===== src/rtl/smb_pkg.sv =====
// constants and types for the smbus target with output gating
// assumes one 100 MHz clock and a synchronous active-high reset
//
// Contract
// ack write address matching own address
// ack offset byte, load register pointer
// ack byte count in a write
// store data bytes N..N+X-1, ack each
// host ends write with stop
// host reads via offset write, repeated start
// first read byte is the count X
// then return registers from N upward
// host acks every read byte but last
// host ends read with nack then stop
// bus address from two three-level straps
// byte 0 bits 5..0 gate fixed pairs
// host writes zero to reserved bits
// byte 1 bits 6..1 gate muxed pairs
// byte 2 bit 2 gates low-frequency pair
// override bit lets bit 7 choose frequency
// no override means 100 MHz; reserved reads zero
// ignore foreign addresses, keep bus released
package smb_pkg;
   // one data byte on the bus
   typedef logic [7:0] smb_byte_t;
   // three-level strap code: 00 low, 01 mid, 10 high
   typedef logic [1:0] smb_strap_t;

   // number of implemented register bytes
   localparam int SMB_NUM_REGS = 3;
   localparam smb_byte_t SMB_REG_FIXED = 8'h00;
   localparam smb_byte_t SMB_REG_MUXED = 8'h01;
   localparam smb_byte_t SMB_REG_SEL = 8'h02;

   // writable bits per byte; others read as zero
   localparam smb_byte_t SMB_MASK_FIXED = 8'h3f;
   localparam smb_byte_t SMB_MASK_MUXED = 8'h7e;
   localparam smb_byte_t SMB_MASK_SEL = 8'hc4;
   // reset values per byte
   localparam smb_byte_t SMB_RST_FIXED = 8'h3f;
   localparam smb_byte_t SMB_RST_MUXED = 8'h7e;
   localparam smb_byte_t SMB_RST_SEL = 8'h04;

   // field positions
   localparam int SMB_FIXED_LSB = 0;
   localparam int SMB_MUXED_LSB = 1;
   localparam int SMB_LOWF_BIT = 2;
   localparam int SMB_OVR_BIT = 6;
   localparam int SMB_CHOICE_BIT = 7;

   // count returned ahead of read data until a write sets one
   localparam smb_byte_t SMB_RD_COUNT_RST = 8'h03;

   // addresses, index = high_level * 3 + low_level
   localparam smb_byte_t [8:0] SMB_ADDR_TAB = {
      8'hbe, 8'hbc, 8'hba, 8'hb6, 8'hb4, 8'hb2, 8'hd6, 8'hd4, 8'hd2};
   localparam smb_strap_t SMB_STRAP_HIGH = 2'h2;
   localparam logic [3:0] SMB_STRAP_MULT = 4'h3;

   // bit counter marks
   localparam logic [3:0] SMB_BITS_BYTE = 4'h8;
   localparam logic [3:0] SMB_BIT_LAST = 4'h7;

   // protocol states
   typedef enum logic [2:0] {
      SMB_ST_IDLE, SMB_ST_RX, SMB_ST_ACK, SMB_ST_TX, SMB_ST_MACK, SMB_ST_SKIP
   } smb_state_t;
   // what the byte being received means
   typedef enum logic [1:0] {
      SMB_K_ADDR, SMB_K_OFF, SMB_K_CNT, SMB_K_DATA
   } smb_kind_t;
endpackage


===== src/rtl/smb_line_if.sv =====
// bus events passed from the pin front end to the protocol engine
// assumes both ends sit on the same clock
`timescale 1ns/1ns
interface smb_line_if;
   logic scl_rise;  // one-cycle pulse, filtered clock rose
   logic scl_fall;  // one-cycle pulse, filtered clock fell
   logic start_det; // start or repeated start seen
   logic stop_det;  // stop seen
   logic sda_lvl;   // filtered data level
   modport src (output scl_rise, scl_fall, start_det, stop_det, sda_lvl);
   modport dst (input scl_rise, scl_fall, start_det, stop_det, sda_lvl);
endinterface


===== src/rtl/smb_line_sync.sv =====
// pin front end: synchronisers, filters and bus event detection
// assumes scl and sda arrive asynchronously from the board
`timescale 1ns/1ns
module smb_line_sync (
   // clock and reset
   input wire logic clk,
   input wire logic sys_rst,
   // raw pins
   input wire logic scl_in,
   input wire logic sda_in,
   // events out
   smb_line_if.src lif
);
   import smb_pkg::*;

   ////////////////////////////////////////////////////////////////////
   // per line: three stages, level taken once stages two and three agree
   logic [1:0] pins;      // bit 0 scl, bit 1 sda
   logic [1:0] filt_reg;  // filtered levels
   logic [1:0] filt_next;
   assign pins = {sda_in, scl_in};

   genvar g;
   generate
      for (g = 0; g < 2; g++)
      begin : g_line
         logic [2:0] sh_reg; // stage 0 only feeds stage 1
         logic [2:0] sh_next;
         // shift and filter; a one-cycle glitch never reaches the level
         always_comb
         begin
            sh_next = {sh_reg[1:0], pins[g]};
            filt_next[g] = (sh_reg[1] == sh_reg[2]) ? sh_reg[2] : filt_reg[g];
         end
         // idle bus is high on both lines
         always_ff @(posedge clk)
         begin
            if (sys_rst)
            begin
               sh_reg <= 3'h7;
               filt_reg[g] <= 1'b1;
            end
            else
            begin
               sh_reg <= sh_next;
               filt_reg[g] <= filt_next[g];
            end
         end
      end
   endgenerate

   ////////////////////////////////////////////////////////////////////
   // edge and condition pulses, registered
   logic rise_reg, fall_reg, start_reg, stop_reg;
   logic rise_next, fall_next, start_next, stop_next;

   // start/stop need scl high on both sides of the data change
   always_comb
   begin
      rise_next = ~filt_reg[0] & filt_next[0];
      fall_next = filt_reg[0] & ~filt_next[0];
      start_next = filt_reg[0] & filt_next[0] & filt_reg[1] & ~filt_next[1];
      stop_next = filt_reg[0] & filt_next[0] & ~filt_reg[1] & filt_next[1];
   end

   always_ff @(posedge clk)
   begin
      if (sys_rst)
      begin
         rise_reg <= 1'b0;
         fall_reg <= 1'b0;
         start_reg <= 1'b0;
         stop_reg <= 1'b0;
      end
      else
      begin
         rise_reg <= rise_next;
         fall_reg <= fall_next;
         start_reg <= start_next;
         stop_reg <= stop_next;
      end
   end

   assign lif.scl_rise = rise_reg;
   assign lif.scl_fall = fall_reg;
   assign lif.start_det = start_reg;
   assign lif.stop_det = stop_reg;
   assign lif.sda_lvl = filt_reg[1];
endmodule


===== src/rtl/smb_target.sv =====
// smbus block read/write target with output gating registers
// assumes scl/sda pins from the board and straps static after power-up
`timescale 1ns/1ns
module smb_target (
   // clock and reset
   input wire logic clk,
   input wire logic sys_rst,
   // smbus pins, sda open-drain
   input wire logic scl_in,
   input wire logic sda_in,
   output logic sda_out,
   output logic sda_oe,
   // address straps
   input wire smb_pkg::smb_strap_t addr_strap_high,
   input wire smb_pkg::smb_strap_t addr_strap_low,
   // output gating; muxed bits 5..0 are pairs 6..1
   output logic [5:0] fixed_out_en,
   output logic [5:0] muxed_out_en,
   output logic low_freq_out_en,
   output logic mux_freq_choice
);
   import smb_pkg::*;

   smb_line_if lif ();

   // filtered events from the pins
   smb_line_sync u_sync (
      .clk(clk),
      .sys_rst(sys_rst),
      .scl_in(scl_in),
      .sda_in(sda_in),
      .lif(lif)
   );

   ////////////////////////////////////////////////////////////////////
   // address straps, caught once after reset release
   smb_byte_t own_addr_reg, own_addr_next;
   logic strap_done_reg, strap_done_next;
   logic [3:0] strap_idx;

   // a fourth strap code counts as high
   function automatic logic [3:0] lvl(input smb_strap_t s);
      lvl = (s > SMB_STRAP_HIGH) ? {2'h0, SMB_STRAP_HIGH} : {2'h0, s};
   endfunction

   always_comb
   begin
      strap_idx = 4'(lvl(addr_strap_high) * SMB_STRAP_MULT
                     + lvl(addr_strap_low));
      own_addr_next = own_addr_reg;
      strap_done_next = 1'b1;
      if (!strap_done_reg)
         own_addr_next = SMB_ADDR_TAB[strap_idx];
   end

   always_ff @(posedge clk)
   begin
      if (sys_rst)
      begin
         own_addr_reg <= SMB_ADDR_TAB[0];
         strap_done_reg <= 1'b0;
      end
      else
      begin
         own_addr_reg <= own_addr_next;
         strap_done_reg <= strap_done_next;
      end
   end

   ////////////////////////////////////////////////////////////////////
   // protocol engine and register file
   localparam smb_byte_t WMASK [SMB_NUM_REGS] =
      '{SMB_MASK_FIXED, SMB_MASK_MUXED, SMB_MASK_SEL};
   localparam smb_byte_t RSTV [SMB_NUM_REGS] =
      '{SMB_RST_FIXED, SMB_RST_MUXED, SMB_RST_SEL};

   smb_state_t st_reg, st_next;
   smb_kind_t kind_reg, kind_next;
   logic [3:0] bit_reg, bit_next;      // bits done in this byte
   smb_byte_t rx_reg, rx_next;         // receive shifter
   smb_byte_t tx_reg, tx_next;         // transmit shifter
   smb_byte_t ptr_reg, ptr_next;       // register pointer
   smb_byte_t left_reg, left_next;     // write bytes still counted
   smb_byte_t cnt_reg, cnt_next;       // count returned on reads
   logic pend_reg, pend_next;          // read header owed after ack
   logic more_reg, more_next;          // host acked last read byte
   logic oe_reg, oe_next;              // pulling sda low
   smb_byte_t regs_reg [SMB_NUM_REGS];
   smb_byte_t regs_next [SMB_NUM_REGS];
   smb_byte_t rd_byte;

   // unimplemented offsets read as zero and drop writes
   always_comb
   begin
      rd_byte = 8'h00;
      for (int i = 0; i < SMB_NUM_REGS; i++)
         if (ptr_reg == 8'(i))
            rd_byte = regs_reg[i];
   end

   always_comb
   begin
      st_next = st_reg;
      kind_next = kind_reg;
      bit_next = bit_reg;
      rx_next = rx_reg;
      tx_next = tx_reg;
      ptr_next = ptr_reg;
      left_next = left_reg;
      cnt_next = cnt_reg;
      pend_next = pend_reg;
      more_next = more_reg;
      oe_next = oe_reg;
      regs_next = regs_reg;
      // a start wins over anything in flight, so a repeated start re-arms
      if (lif.start_det)
      begin
         st_next = SMB_ST_RX;
         kind_next = SMB_K_ADDR;
         bit_next = 4'h0;
         pend_next = 1'b0;
         oe_next = 1'b0;
      end
      else if (lif.stop_det)
      begin
         st_next = SMB_ST_IDLE;
         oe_next = 1'b0;
      end
      else
      begin
         case (st_reg)
            SMB_ST_RX:
            begin
               // sample on rise, decide on the fall after bit 8
               if (lif.scl_rise && bit_reg < SMB_BITS_BYTE)
               begin
                  rx_next = {rx_reg[6:0], lif.sda_lvl};
                  bit_next = bit_reg + 4'h1;
               end
               else if (lif.scl_fall && bit_reg == SMB_BITS_BYTE)
               begin
                  st_next = SMB_ST_ACK;
                  oe_next = 1'b1;
                  bit_next = 4'h0;
                  case (kind_reg)
                     SMB_K_ADDR:
                     begin
                        if (rx_reg[7:1] != own_addr_reg[7:1])
                        begin
                           st_next = SMB_ST_SKIP;
                           oe_next = 1'b0;
                        end
                        else if (rx_reg[0])
                           pend_next = 1'b1;
                        else
                           kind_next = SMB_K_OFF;
                     end
                     SMB_K_OFF:
                     begin
                        ptr_next = rx_reg;
                        kind_next = SMB_K_CNT;
                     end
                     SMB_K_CNT:
                     begin
                        left_next = rx_reg;
                        cnt_next = rx_reg;
                        kind_next = SMB_K_DATA;
                     end
                     default:
                     begin
                        // bytes past the count are acked but not stored
                        if (left_reg != 8'h00)
                        begin
                           for (int i = 0; i < SMB_NUM_REGS; i++)
                              if (ptr_reg == 8'(i))
                                 regs_next[i] = rx_reg & WMASK[i];
                           left_next = left_reg - 8'h01;
                        end
                        ptr_next = ptr_reg + 8'h01;
                     end
                  endcase
               end
            end
            SMB_ST_ACK:
            begin
               // release the ack on the fall that ends it
               if (lif.scl_fall)
               begin
                  oe_next = 1'b0;
                  st_next = SMB_ST_RX;
                  if (pend_next)
                  begin
                     tx_next = cnt_reg;
                     oe_next = ~cnt_reg[7];
                     st_next = SMB_ST_TX;
                     pend_next = 1'b0;
                  end
               end
            end
            SMB_ST_TX:
            begin
               // next bit goes out on each fall, msb first
               if (lif.scl_fall)
               begin
                  if (bit_reg == SMB_BIT_LAST)
                  begin
                     oe_next = 1'b0;
                     st_next = SMB_ST_MACK;
                     bit_next = 4'h0;
                  end
                  else
                  begin
                     tx_next = {tx_reg[6:0], 1'b0};
                     oe_next = ~tx_reg[6];
                     bit_next = bit_reg + 4'h1;
                  end
               end
            end
            SMB_ST_MACK:
            begin
               if (lif.scl_rise)
                  more_next = ~lif.sda_lvl;
               else if (lif.scl_fall)
               begin
                  if (more_reg)
                  begin
                     tx_next = rd_byte;
                     oe_next = ~rd_byte[7];
                     ptr_next = ptr_reg + 8'h01;
                     st_next = SMB_ST_TX;
                  end
                  else
                     st_next = SMB_ST_SKIP; // host nack: wait for stop
               end
            end
            default:
               oe_next = 1'b0; // idle and skip keep sda released
         endcase
      end
   end

   always_ff @(posedge clk)
   begin
      if (sys_rst)
      begin
         st_reg <= SMB_ST_IDLE;
         kind_reg <= SMB_K_ADDR;
         bit_reg <= 4'h0;
         rx_reg <= 8'h00;
         tx_reg <= 8'h00;
         ptr_reg <= 8'h00;
         left_reg <= 8'h00;
         cnt_reg <= SMB_RD_COUNT_RST;
         pend_reg <= 1'b0;
         more_reg <= 1'b0;
         oe_reg <= 1'b0;
         regs_reg <= RSTV;
      end
      else
      begin
         st_reg <= st_next;
         kind_reg <= kind_next;
         bit_reg <= bit_next;
         rx_reg <= rx_next;
         tx_reg <= tx_next;
         ptr_reg <= ptr_next;
         left_reg <= left_next;
         cnt_reg <= cnt_next;
         pend_reg <= pend_next;
         more_reg <= more_next;
         oe_reg <= oe_next;
         regs_reg <= regs_next;
      end
   end

   ////////////////////////////////////////////////////////////////////
   // output stage; frequency choice only counts under the override
   logic sel_reg, sel_next;
   logic sda_lo_reg;

   always_comb
   begin
      sel_next = regs_reg[2][SMB_OVR_BIT] & regs_reg[2][SMB_CHOICE_BIT];
   end

   always_ff @(posedge clk)
   begin
      if (sys_rst)
      begin
         sel_reg <= 1'b0;
         sda_lo_reg <= 1'b0;
      end
      else
      begin
         sel_reg <= sel_next;
         sda_lo_reg <= 1'b0; // open drain only ever pulls low
      end
   end

   assign sda_out = sda_lo_reg;
   assign sda_oe = oe_reg;
   assign fixed_out_en = regs_reg[0][SMB_FIXED_LSB +: 6];
   assign muxed_out_en = regs_reg[1][SMB_MUXED_LSB +: 6];
   assign low_freq_out_en = regs_reg[2][SMB_LOWF_BIT];
   assign mux_freq_choice = sel_reg;
endmodule


===== config.mk =====
export PLATFORM = sky130hd
export DESIGN_NAME = smb_target
export DESIGN_NICKNAME = d
export VERILOG_FILES = /design/src/rtl/smb_pkg.sv /design/src/rtl/smb_line_if.sv /design/src/rtl/smb_line_sync.sv /design/src/rtl/smb_target.sv
export SDC_FILE = /design/constraint.sdc
export NUM_CORES = 1
export LEC_CHECK = 0
export ABC_AREA = 1
export BUFFER_PORTS_ARGS = -buffer_cell sky130_fd_sc_hd__buf_2
export CAP_MARGIN = 20
export CORE_MARGIN = 5
export CORE_UTILIZATION = 60
export DETAILED_ROUTE_END_ITERATION = 10
export GPL_TIMING_DRIVEN = 1
export PLACE_DENSITY = 0.78
export SETUP_SLACK_MARGIN = 0.5
export SLEW_MARGIN = 20
export SYNTH_ARGS = -nofsm -noshare
export SYNTH_HDL_FRONTEND = slang
export SYNTH_SLANG_ARGS = --single-unit

===== constraint.sdc =====
create_clock -name clk -period 2.4 [get_ports clk]
set_input_delay 0.48 -clock clk [delete_from_list [all_inputs] [get_ports clk]]
set_output_delay 0.48 -clock clk [all_outputs]
set_load 0.05 [all_outputs]

==> run_results.csv <==
group,metric,value,unit
run_status,status,"complete, no violations",
logic_synthesis,synth_cell_types,46,
routing,routedWlPerCell,13.8,µm
logic_synthesis,yosys.area.top_type_share,36.0,%
logic_synthesis,syn_area_per_cell,7.00,µm²
clock_tree,cts_htree_levels,3,
clock_tree,cts_sinks,85,
place,dp.cells,769,
timing,fin_skew,0.0122,ns
timing,tns,0,ns
global_routing,grt_pass1_vias,3895,
global_routing,grt_max_degree,53,
setup_path,cp.required,2.62,ns
global_routing,grtUsageMet1,30.5,%
routing,viasPerCell,5.39,
global_routing,grt_pass1_wl,18.3,mm
cells_and_area,final_common_cell,"nand2_1",
clock_tree,cts_buffers,9,
place,portBuffers,22,
global_routing,track_usage,22.9,%
routing,drt_first_pass_iters,5,
pwr,p_int,0.00239,W
logic_synthesis,synthCells,674,
timing,hold_violations,0,
cells_and_area,antenna_cells,0,
floorplanning,die_w,98.7,µm
cells_and_area,drive_gt1_share,14.3,%
routing,drt_iter0_drc,259,
setup_path,rr_worst_depth,6,
timing,fin_crit_sh,79.6,%
setup_path,critPathArrivalTime,2.14,ns
floorplanning,ios,24,
logic_synthesis,synth_top_flop_cell,"dfxtp_1",
pwr,comb_power_share,35.6,%
logic_synthesis,synth_edf_count,0,
logic_synthesis,synth_seq_cells,85,
global_routing,grt-ovfl-total,0,
clock_tree,hold_buffers,0,
floorplanning,initial_core_util,61.4,%
pwr,p_total,0.00401,W
pwr,ir_drop,0.383,mV
clock_tree,clk_path_buf_depth,2,
logic_synthesis,synth_area_leaders,"dfxtp_1, nand2_1, inv_1",
cells_and_area,multi_input_area,0.00257,mm²
place,dpl.hpwl,7.96,mm
logic_synthesis,synth_area,0.00472,mm²
global_routing,antenna_found_initial,0,
floorplanning,die_area,0.00974,mm²
clock_tree,clkTransAtPathRegs,0.09,ns
cells_and_area,layout.cells.non_filler,786,
setup_path,crit_fanout,5,
setup_path,critPathCaptureType,"register",
timing,timing.final.crit_period,1.91,ns
cells_and_area,mostFrequentLayoutCells,"nand2_1, inv_1, dfxtp_1",
routing,num_vias,4240,
hold_path,min-delay-start,"scl_in",
pwr,clkPwrFrac,23.0,%
clock_tree,worstSkewPairLatency,0.36,ns
timing,maxSlewViolCount,0,
timing,fmax,523,MHz
setup_path,rrSetupSlack,0.67,ns
pwr,seqPwrFrac,41.5,%
timing,tightest_slew,0.581,ns
pwr,p_leak,2.38,nW
global_routing,grt.busiest_layer,"met2",
cells_and_area,n_fill_cell,682,
setup_path,cp-start-kind,"primary input",
pwr,powerDensity,789,mW/mm²
hold_path,hp-class,"in2reg",
routing,drt_wl_total,10.8,mm
hold_path,hold_depth,2,
timing,maxSlewHeadroom,61.0,%
cells_and_area,utilization,66.1,%
logic_synthesis,syn_nets,702,
floorplanning,coreArea,0.00769,mm²
logic_synthesis,seq_area_frac_synth,36.0,%
clock_tree,cts_tree,"done",
floorplanning,die_h,98.7,µm
global_routing,grtUsageMet2,37.8,%
setup_path,criticalPathCategory,"in2reg",
pwr,p_sw_share,40.3,%
place,place.gp.congestion,0.901,
cells_and_area,nets,707,
logic_synthesis,post-synth-top-area-cell,"dfxtp_1",
flow_run,drv_cap,0,
routing,drtAntennaViolNets,0,
setup_path,reg2reg_from,"st_reg[0]",
clock_tree,cts_root_buffer,"clkbuf_8",
pwr,power_switching,0.00161,W
timing,rsz0062_at_grt,"true",
cells_and_area,regArea,0.00170,mm²
timing,setup_viol,0,
logic_synthesis,ys_async_sr_fraction,0,%
cells_and_area,syn2layout_area_growth,7.58,%
timing,timing.hold.ws,0.314,ns
setup_path,rr_endpoint,"ptr_reg[3]",
routing,drc,0,
floorplanning,rows,32,
logic_synthesis,ys_warn_count,0,
global_routing,grt_use_met3,4.25,%
hold_path,hold_end,"u_sync.g_line[0].sh_reg[0]",
routing by layer:
metal / part of all wire, % / wire (µm) / vias up
li1: - / - / 2176
met1: 46 / 4940 / 1948
met2: 48 / 5200 / 102
met4: 1.4 / 155 / 0
met3: 4.9 / 532 / 14
met5: 0 / 0 / -
kinds of logic (layout without fill, tap and decap cells):
group | count (synthesis) | count (layout) | share of synthesized area, %
other | 1 | 1 | 0.0794
buffers and inverters | 123 | 133 | 11.4
adder cells (fa/ha/maj) | 20 | 20 | 5.46
flip-flops | 85 | 85 | 36.0
AO/OA/AOI/OAI | 130 | 130 | 15.6
XOR/XNOR | 5 | 5 | 0.928
AND/OR/NAND/NOR | 310 | 310 | 30.5
cell type report:
class / instances / area share (%)
multi-input combinational: 466 / 50.6
tap: 102 / 2.51
timing repair inverter: 1 / 0.0985
timing repair buffer: 25 / 2.86
clock inverter: 7 / 0.985
clock buffer: 9 / 2.44
inverter: 91 / 6.97
sequential: 85 / 33.6
how the worst max path moves through the flow:
stage | cells after the start | slack (ns) | endpoint | startpoint
after global routing | 9 | 0.42 | own_addr_reg[2] | addr_strap_high[0]
final | 8 | 0.49 | own_addr_reg[1] | addr_strap_high[0]
after detailed placement | 8 | 0.09 | own_addr_reg[1] | addr_strap_high[1]
after floorplan | 9 | 0.33 | own_addr_reg[2] | addr_strap_high[1]
after global placement | 8 | 0.15 | own_addr_reg[1] | addr_strap_high[1]
after CTS | 9 | 0.49 | fixed_out_en[3] | bit_reg[0]
critical path, stage by stage:
cell and delay, ns:
buf_6 0.09, or2_4 0.25, ha_4 0.24, ha_4 0.15, fa_2 0.58, o21ai_0 0.12
o21ai_1 0.13, o211ai_1 0.09
power by group through the flow:
stage	Clock, W	Sequential, W	Combinational (W)
5_1_grt	0.00102	0.00168	0.00160
3_3_place_gp	0	0.00169	0.00136
2_1_floorplan	0	0.00168	0.00115
6_report	0.000920	0.00166	0.00143
3_5_place_dp	0	0.00169	0.00138
4_1_cts	0.000939	0.00166	0.00140
synth_stat cells (2+ instances only):
| cell | number |
|---|---|
| clkbuf_1 | 10 |
| nand3_1 | 44 |
| nor2_1 | 73 |
| nor2_4 | 4 |
| xor2_1 | 4 |
| o21bai_1 | 2 |
| nand4_1 | 8 |
| nand2_1 | 141 |
| o21ai_1 | 10 |
| dfxtp_1 | 85 |
| buf_4 | 15 |
| o211ai_1 | 21 |
| ha_1 | 19 |
| o21ai_2 | 2 |
| clkinv_1 | 2 |
| inv_2 | 2 |
| inv_1 | 85 |
| o22ai_1 | 2 |
| o21ai_0 | 46 |
| nor2_2 | 5 |
| nor2_8 | 2 |
| a21oi_1 | 41 |
| a21oi_2 | 3 |
| nand2_2 | 4 |
| nand2_4 | 4 |
| buf_2 | 5 |
| nor3_1 | 10 |
| or2_2 | 7 |
metrics by stage:
| step | setup slack (ns) | instance area, µm² |
|---|---|---|
| after detailed placement | 0.0882 | 4820 |
| final | 0.489 | 5080 |
| after global routing | 0.422 | 5080 |
| after CTS | 0.487 | 5000 |
| after global placement | 0.150 | 4820 |
| after floorplan | 0.329 | 4750 |
what timing repair did:
item	4_1_cts	5_1_grt
buffers inserted	0	0
gates cloned	0	1
gates resized for setup	3	19
pin swaps	1	5
setup endpoints to repair	14	47
(Power assumes the default switching activity.)
